File: src/common/eid_pkg.sv
/*
 * Package for the external interrupt detection block: register offsets,
 * field positions, reset values, timing counts and carrier structs.
 * Assumes a 10 MHz APB clock and 32-bit APB data.
 */
package eid_pkg;

    // ==========================================================
    // Register offsets (byte addresses)
    // ==========================================================
    localparam logic [7:0] EID_OFF_CTRL0   = 8'h00;
    localparam logic [7:0] EID_OFF_CTRL1   = 8'h04;
    localparam logic [7:0] EID_OFF_REQ     = 8'h08;
    localparam logic [7:0] EID_OFF_MSKSET  = 8'h0c;
    localparam logic [7:0] EID_OFF_CPU_OPERATING_MODE_REG  = 8'h10;
    localparam logic [7:0] EID_OFF_CPUSTAT = 8'h14;
    localparam logic [7:0] EID_OFF_INTSTAT = 8'h18;
    localparam logic [7:0] EID_OFF_INTCLR  = 8'h1c;
    localparam logic [7:0] EID_OFF_INTEN   = 8'h20;

    // ==========================================================
    // Field positions
    // ==========================================================
    localparam int EID_C0_NMI_LEVEL = 0;
    localparam int EID_C0_NMI_EDGE  = 1;
    localparam int EID_C0_LVL_HOLD  = 2;
    localparam int EID_C0_ENC_LSB   = 4;
    localparam int EID_C0_PORT_LSB  = 8;
    localparam int EID_OPM_AUTO_MSK = 0;
    localparam int EID_SR_MASK_LSB  = 4;
    localparam int EID_SR_BLOCK     = 28;
    localparam int EID_IS_NMI       = 0;
    localparam int EID_IS_IRQ       = 1;

    // ==========================================================
    // Reset values and constants
    // ==========================================================
    localparam logic [31:0] EID_RST_CTRL0   = 32'h0000_0000;
    localparam logic [31:0] EID_RST_CTRL1   = 32'h0000_0000;
    localparam logic [31:0] EID_RST_CPU_OPERATING_MODE_REG  = 32'h0000_0000;
    localparam logic [3:0]  EID_RST_PRIO    = 4'hf;
    localparam logic [3:0]  EID_NMI_PRIO    = 4'hf;

    // ==========================================================
    // Timing
    // ==========================================================
    localparam int EID_CLK_HZ          = 10_000_000;
    localparam int EID_NMI_BLANK_BCLK  = 6;
    localparam logic [2:0] EID_NMI_BLANK_CYC = 3'(EID_NMI_BLANK_BCLK);

    // ==========================================================
    // Carriers
    // ==========================================================
    typedef struct packed {
        logic       nmi;
        logic [7:0] irq;
        logic [3:0] enc_level;
        logic [7:0] port_irq;
    } eid_pins_t;

    typedef struct packed {
        logic       accept;
        logic       accept_nmi;
        logic       ret_exception;
    } eid_cpu_evt_t;

endpackage : eid_pkg

File: src/design/eid_detect.sv
/*
 * External interrupt detection: NMI edge detection with blanking after
 * an edge-select change, eight IRQ inputs with edge or level sensing and
 * optional level hold, request flags, CPU priority mask and an APB slave.
 * Assumes pins are asynchronous; CPU events arrive on pclk.
 */
module eid_detect
    import eid_pkg::*;
#(
    parameter int N_IRQ = 8
) (
    // Clock and reset
    input  wire logic         pclk,
    input  wire logic         presetn,
    // APB slave
    input  wire logic         psel,
    input  wire logic         penable,
    input  wire logic         pwrite,
    input  wire logic [7:0]   paddr,
    input  wire logic [31:0]  pwdata,
    output logic [31:0]       prdata,
    output logic              pready,
    output logic              pslverr,
    // External pins
    input  wire eid_pins_t    pins,
    // CPU core
    input  wire eid_cpu_evt_t cpu_evt,
    output logic [3:0]        cpu_priority_mask,
    output logic [N_IRQ-1:0]  irq_request_flags,
    output logic              nmi_request,
    output logic              irq_out
);

    // Elaboration check: flag register and read path are eight bits wide
    if (N_IRQ != 8) begin : g_bad_n_irq
        $error("eid_detect serves exactly eight IRQ inputs");
    end

    // ==========================================================
    // Pin synchronisers
    // ==========================================================
    eid_pins_t pins_s1_reg;
    eid_pins_t pins_s2_reg;
    eid_pins_t pins_d_reg;

    always_ff @(posedge pclk or negedge presetn) begin
        if (!presetn) begin
            pins_s1_reg <= '0;
            pins_s2_reg <= '0;
            pins_d_reg  <= '0;
        end else begin
            pins_s1_reg <= pins;
            pins_s2_reg <= pins_s1_reg;
            pins_d_reg  <= pins_s2_reg;
        end
    end

    // ==========================================================
    // APB decode
    // ==========================================================
    logic [31:0] ctrl0_reg;
    logic [31:0] ctrl1_reg;
    logic [31:0] cpu_operating_mode_reg_reg;
    logic        exc_block_reg;
    logic [1:0]  int_stat_reg;
    logic [1:0]  int_en_reg;
    logic        wr_en;
    logic        rd_en;
    logic        addr_ok;

    function automatic logic eid_hit(input logic [7:0] a, input logic [7:0] off);
        return a == off;
    endfunction : eid_hit

    assign wr_en = psel && penable && pwrite && pready;
    assign rd_en = psel && !penable && !pwrite;
    assign addr_ok = eid_hit(paddr, EID_OFF_CTRL0) || eid_hit(paddr, EID_OFF_CTRL1)
                  || eid_hit(paddr, EID_OFF_REQ) || eid_hit(paddr, EID_OFF_MSKSET)
                  || eid_hit(paddr, EID_OFF_CPU_OPERATING_MODE_REG) || eid_hit(paddr, EID_OFF_CPUSTAT)
                  || eid_hit(paddr, EID_OFF_INTSTAT) || eid_hit(paddr, EID_OFF_INTCLR)
                  || eid_hit(paddr, EID_OFF_INTEN);

    // Zero wait states: answer in the first access cycle
    always_ff @(posedge pclk or negedge presetn) begin
        if (!presetn) begin
            pready  <= 1'b0;
            pslverr <= 1'b0;
        end else begin
            pready  <= psel && !penable;
            pslverr <= psel && !penable && !addr_ok;
        end
    end

    // ==========================================================
    // Control registers
    // ==========================================================
    logic nmi_edge_select;
    logic level_hold_select;
    logic [N_IRQ-1:0] irq_sense_select;
    logic auto_mask_update;

    assign nmi_edge_select   = ctrl0_reg[EID_C0_NMI_EDGE];
    assign level_hold_select = ctrl0_reg[EID_C0_LVL_HOLD];
    assign irq_sense_select  = ctrl1_reg[N_IRQ-1:0];
    assign auto_mask_update  = cpu_operating_mode_reg_reg[EID_OPM_AUTO_MSK];

    always_ff @(posedge pclk or negedge presetn) begin
        if (!presetn) begin
            ctrl0_reg  <= EID_RST_CTRL0;
            ctrl1_reg  <= EID_RST_CTRL1;
            cpu_operating_mode_reg_reg <= EID_RST_CPU_OPERATING_MODE_REG;
        end else if (wr_en) begin
            if (eid_hit(paddr, EID_OFF_CTRL0)) begin
                // Bit 0 is the live NMI level, not storage
                ctrl0_reg <= {pwdata[31:1], 1'b0};
            end else if (eid_hit(paddr, EID_OFF_CTRL1)) begin
                ctrl1_reg <= {24'h000000, pwdata[7:0]};
            end else if (eid_hit(paddr, EID_OFF_CPU_OPERATING_MODE_REG)) begin
                cpu_operating_mode_reg_reg <= {31'h0000_0000, pwdata[EID_OPM_AUTO_MSK]};
            end
        end
    end

    // ==========================================================
    // NMI detection with blanking
    // ==========================================================
    logic [2:0] nmi_blank_reg;
    logic       nmi_edge;
    logic       edge_sel_wr;

    assign edge_sel_wr = wr_en && eid_hit(paddr, EID_OFF_CTRL0)
                      && (pwdata[EID_C0_NMI_EDGE] != nmi_edge_select);
    assign nmi_edge = nmi_edge_select ? (pins_s2_reg.nmi && !pins_d_reg.nmi)
                                      : (!pins_s2_reg.nmi && pins_d_reg.nmi);

    // Blanking hides the false edge a polarity swap would otherwise make
    always_ff @(posedge pclk or negedge presetn) begin
        if (!presetn) begin
            nmi_blank_reg <= 3'h0;
        end else if (edge_sel_wr) begin
            nmi_blank_reg <= EID_NMI_BLANK_CYC;
        end else if (nmi_blank_reg != 3'h0) begin
            nmi_blank_reg <= nmi_blank_reg - 3'h1;
        end
    end

    always_ff @(posedge pclk or negedge presetn) begin
        if (!presetn) begin
            nmi_request <= 1'b0;
        end else if (nmi_edge && nmi_blank_reg == 3'h0 && !edge_sel_wr) begin
            nmi_request <= 1'b1;
        end else if (cpu_evt.accept_nmi) begin
            nmi_request <= 1'b0;
        end
    end

    // ==========================================================
    // CPU priority mask and block bit
    // ==========================================================
    always_ff @(posedge pclk or negedge presetn) begin
        if (!presetn) begin
            cpu_priority_mask <= EID_RST_PRIO;
            exc_block_reg     <= 1'b1;
        end else begin
            if (cpu_evt.accept_nmi && auto_mask_update) begin
                cpu_priority_mask <= EID_NMI_PRIO;
            end else if (wr_en && eid_hit(paddr, EID_OFF_CPUSTAT)) begin
                cpu_priority_mask <= pwdata[EID_SR_MASK_LSB +: 4];
            end
            // Accepting blocks and wins over a return, which unblocks; a CPUSTAT write counts only without either
            if (cpu_evt.accept) begin
                exc_block_reg <= 1'b1;
            end else if (cpu_evt.ret_exception) begin
                exc_block_reg <= 1'b0;
            end else if (wr_en && eid_hit(paddr, EID_OFF_CPUSTAT)) begin
                exc_block_reg <= pwdata[EID_SR_BLOCK];
            end
        end
    end

    // ==========================================================
    // IRQ request flags
    // ==========================================================
    logic [N_IRQ-1:0] irq_lvl;
    logic [N_IRQ-1:0] irq_rise;
    logic [N_IRQ-1:0] latch_reg;
    logic [N_IRQ-1:0] flags_next;
    logic [N_IRQ-1:0] flags_view;
    logic             req_wr;
    logic             msk_wr;

    // Requests are active low on the pins
    assign irq_lvl  = ~pins_s2_reg.irq;
    assign irq_rise = ~pins_s2_reg.irq & pins_d_reg.irq;
    assign req_wr   = wr_en && eid_hit(paddr, EID_OFF_REQ);
    assign msk_wr   = wr_en && eid_hit(paddr, EID_OFF_MSKSET);

    // Level-hold inputs show the synchronised pin, all others the held flag
    assign flags_view = (irq_sense_select & {N_IRQ{level_hold_select}} & irq_lvl)
                      | (~(irq_sense_select & {N_IRQ{level_hold_select}}) & flags_next);

    always_comb begin
        flags_next = latch_reg;
        for (int i = 0; i < N_IRQ; i++) begin
            if (irq_sense_select[i]) begin
                if (level_hold_select) begin
                    flags_next[i] = 1'b0;
                end else if (irq_lvl[i]) begin
                    flags_next[i] = 1'b1;
                end else if (cpu_evt.accept || (msk_wr && pwdata[i])) begin
                    flags_next[i] = 1'b0;
                end
            end else begin
                if (req_wr && !pwdata[i]) begin
                    flags_next[i] = 1'b0;
                end
                if (irq_rise[i]) begin
                    flags_next[i] = 1'b1;
                end
            end
        end
    end

    always_ff @(posedge pclk or negedge presetn) begin
        if (!presetn) begin
            latch_reg <= '0;
        end else begin
            latch_reg <= flags_next;
        end
    end

    // Level-hold mode shows level-sensed pins straight through; edge inputs keep their flag
    always_ff @(posedge pclk or negedge presetn) begin
        if (!presetn) begin
            irq_request_flags <= '0;
        end else begin
            irq_request_flags <= flags_view;
        end
    end

    // ==========================================================
    // Interrupt status, enable and output
    // ==========================================================
    always_ff @(posedge pclk or negedge presetn) begin
        if (!presetn) begin
            int_stat_reg <= 2'h0;
            int_en_reg   <= 2'h0;
        end else begin
            for (int b = 0; b < 2; b++) begin
                if (wr_en && eid_hit(paddr, EID_OFF_INTCLR) && pwdata[b]) begin
                    int_stat_reg[b] <= 1'b0;
                end
            end
            // Set wins over clear
            if (nmi_edge && nmi_blank_reg == 3'h0 && !edge_sel_wr) begin
                int_stat_reg[EID_IS_NMI] <= 1'b1;
            end
            // Level-hold requests must reach the status bit as well
            if (|flags_view) begin
                int_stat_reg[EID_IS_IRQ] <= 1'b1;
            end
            if (wr_en && eid_hit(paddr, EID_OFF_INTEN)) begin
                int_en_reg <= pwdata[1:0];
            end
        end
    end

    always_ff @(posedge pclk or negedge presetn) begin
        if (!presetn) begin
            irq_out <= 1'b0;
        end else begin
            irq_out <= |(int_stat_reg & int_en_reg);
        end
    end

    // ==========================================================
    // Read data
    // ==========================================================
    always_ff @(posedge pclk or negedge presetn) begin
        if (!presetn) begin
            prdata <= 32'h0000_0000;
        end else if (rd_en) begin
            if (eid_hit(paddr, EID_OFF_CTRL0)) begin
                prdata <= {ctrl0_reg[31:1], pins_s2_reg.nmi};
            end else if (eid_hit(paddr, EID_OFF_CTRL1)) begin
                prdata <= ctrl1_reg;
            end else if (eid_hit(paddr, EID_OFF_REQ)) begin
                prdata <= {24'h000000, irq_request_flags};
            end else if (eid_hit(paddr, EID_OFF_CPU_OPERATING_MODE_REG)) begin
                prdata <= cpu_operating_mode_reg_reg;
            end else if (eid_hit(paddr, EID_OFF_CPUSTAT)) begin
                prdata <= {3'h0, exc_block_reg, 20'h00000, cpu_priority_mask, 4'h0};
            end else if (eid_hit(paddr, EID_OFF_INTSTAT)) begin
                prdata <= {30'h0000_0000, int_stat_reg};
            end else if (eid_hit(paddr, EID_OFF_INTEN)) begin
                prdata <= {30'h0000_0000, int_en_reg};
            end else begin
                prdata <= 32'h0000_0000;
            end
        end
    end

endmodule : eid_detect

File: config.mk
export PLATFORM = sky130hd
export DESIGN_NAME = eid_detect
export DESIGN_NICKNAME = d
export VERILOG_FILES = /design/src/common/eid_pkg.sv /design/src/design/eid_detect.sv
export SDC_FILE = /design/constraint.sdc
export NUM_CORES = 1
export LEC_CHECK = 0
export BUFFER_PORTS_ARGS = -buffer_cell sky130_fd_sc_hd__buf_2
export CAP_MARGIN = 20
export CORE_UTILIZATION = 40
export CTS_CLUSTER_DIAMETER = 100
export DETAILED_ROUTE_END_ITERATION = 16
export PLACE_DENSITY = 0.59
export SETUP_SLACK_MARGIN = 0.4
export SLEW_MARGIN = 20
export SYNTH_ARGS = -nofsm -noshare
export SYNTH_HDL_FRONTEND = slang
export SYNTH_SLANG_ARGS = --single-unit
File: constraint.sdc
create_clock -name pclk -period 5.9 [get_ports pclk]
set_input_delay 0.295 -clock pclk [delete_from_list [all_inputs] [get_ports pclk]]
set_output_delay 0.295 -clock pclk [all_outputs]
set_load 0.005 [all_outputs]
==> out/qor.csv <==
metric;value;unit
status;complete, no violations;
max_freq;367.2;MHz
worstPathRequired;6190;ps
p_total;2.092;mW
seqPwrFrac;0.459;
hold_depth;2;
wire_per_inst;16.40;um
largest_register_ffs;32;
syn_area;5451;um2
initial_core_util;0.4117;
leakagePower;3.357;nW
critPathKind;reg2reg;
critPathMaxStageDelay;640;ps
async_flop_share;1.000;
syn_nets;596;
core;13240;um2
yosysMostFrequentCell;nand2_1;
r2r_slack;3180;ps
synthAdderAreaFrac;0.004590;
startpoint_type;flip-flop;
synthFlopType;dfrtp_1;
post-route-period-util;0.4616;
path_cells;and4_1 -> and4_1 -> o211ai_1 -> or4_1 -> or4_1;
firstDrtPassIters;5;
yosys_warnings;0;
clock_sinks;131;
synth-seq-area-share;0.6025;
cpLargestDelayFamily;simple AND/OR/NAND/NOR gates;
reg2reg_from;pready$_DFF_PN0_;
port_buffers;104;
synth_area_leaders;dfrtp_1, nand2_1, nand3_1;
pwr-share-clk;0.467;
drc;0;
grt_pass1_wl;22740;um
clkTransAtPathRegs;50;ps
synth_top_family_by_area;simple AND/OR/NAND/NOR gates;
dpl.hpwl;9032;um
period_needed;2723;ps
ant_nets;0;
maxSlewViolCount;0;
syn_inst;525;
ys_seq_elements;131;
place_congestion;0.8289;
worst-path-buf-inv;0;
finalWirelength;13610;um
whs;26.81;ps
grt_max_degree;72;
clock_skew;7.765;ps
htreeDepth;4;
track_usage;0.2103;
yosys.area_share.simple;0.2038;
ff2ff_path_depth;5;
clk_path_buf_depth;2;
worst_slack;3177;ps
rsz0062_at_grt;no;
slew_headroom;0.3967;
gr-total-overflow;0;
slowest_stage;and4_1;
placed_area;6160;um2
synth_xor_area_frac;0.003213;
grt_antenna_before_repair;0;
cts_tree;done;
area_growth;25.09;%
min-delay-start;cpu_evt[0];
dpl.cell_count;788;
cellPowerDensity;306.8;nW/um2
layoutNonFillerInstCount;830;
vias;4322;
crit_arrival;3010;ps
post_cts_resized;0;
drive_above_1_share;0.2370;
fp.dieH;118.7;um
hold_class;in2reg;
place_ws;2800;ps
dieArea;14100;um2
clock_latency;420;ps
endpoint_kind;flip-flop;
synth-compound-area-share;0.1184;
row_count;42;
reg2reg_to;int_stat_reg[1]$_DFFE_PN0P_;
final_util;0.5149;
hold_viol_final;0;
drt_iter0_markers;306;
cap_violations;0;
critPathMaxFanout;18;
irDropWorstVdd;0.3057;mV
yosysTopAreaCell;dfrtp_1;
grt_pass1_vias;4420;
pwr-share-comb;0.074;
p_int;1.623;mW
num_io_pins;117;
final_area;6819;um2
synth_common_cells;nand2_1, dfrtp_1, nand3_1, nor2_1, clkbuf_1;
muxShareOfSynthArea;0.04613;
cts_buffers;17;
avgSynthCellArea;10.38;um2
setup_viol;0;
ys_types;50;
synth-edff-count;0;
yosysTopAreaCellShare;0.5784;
power_switching;0.4683;mW
root_buffer;clkbuf_16;
p_sw_frac;0.2239;
drt-vias-per-instance;5.207;
holdPathEnd;exc_block_reg$_DFFE_PN1P_;
layout.nets;712;
diodes;0;
worst_pin_slew;896.6;ps
tns;0;ps
die_x;118.7;um
[layout by cell type, fill, tap and decap left out, drive strengths merged, types with 4 or more instances in the layout]
master and count:
nand2 143, dfrtp 126, buf 110, nand3 32, o21ai 28, clkbuf 27
nor2 24, mux2 17, a21oi 13, dlygate4sd3 10, a22oi 9, nor2b 8
inv 7, mux2i 6, a21o 6, and4 5, or4 5, o21bai 5
o211ai 5, nand2b 5, dfstp 5, o31a 4, nand4 4, a22o 4
a31oi 4, clkinv 4, o41ai 4
[per-layer routing]
layer  global-route usage  share of wire
met4              0.07358          0.016
met2               0.3366           0.48
met1               0.2717           0.46
met5                    0              0
met3              0.06129          0.037
[timing repair]
item / CTS / global route
setup endpoints to repair: 0 / 0
setup buffers: 0 / 0
hold buffers: 10 / 0
endpoints found under the hold margin: 35 / 0
[how the worst max path moves through the flow]
stage,from,end,depth (start not counted)
after floorplan,paddr[5],int_stat_reg[1]$_DFFE_PN0P_,6
after global placement,paddr[2],int_stat_reg[1]$_DFFE_PN0P_,6
after detailed placement,paddr[2],int_stat_reg[1]$_DFFE_PN0P_,6
after CTS,pready$_DFF_PN0_,int_stat_reg[1]$_DFFE_PN0P_,5
after global routing,pready$_DFF_PN0_,int_stat_reg[1]$_DFFE_PN0P_,5
final,pready$_DFF_PN0_,int_stat_reg[1]$_DFFE_PN0P_,5
[layout make-up]
type,count,area [um2]
clock buffers,27,503.0
clock inverters,5,50.05
fillers,1235,6424
inverters,7,26.28
multi-input cells,364,2067
flip-flops and latches,131,3284
well taps,176,220.2
repair buffers,120,668.1
[cells by family (layout without fill, tap and decap cells)]
group | Yosys count | count (layout)
AOI/OAI and AO/OA | 93 | 93
xor gates and xnor gates | 2 | 2
adders and majority gates | 2 | 2
buffers and inverters | 30 | 159
DFF | 131 | 131
muxes | 23 | 23
and+or+nand+nor | 244 | 244
[power by group through the flow]
stage,clock (mW),combinational [mW],sequential (mW)
after global placement,0,0.145,0.974
after detailed placement,0,0.150,0.975
after CTS,0.999,0.157,0.960
after floorplan,0,0.0771,0.970
after global routing,1.04,0.176,0.963
final,0.976,0.155,0.961
(Power assumes the default switching activity.)
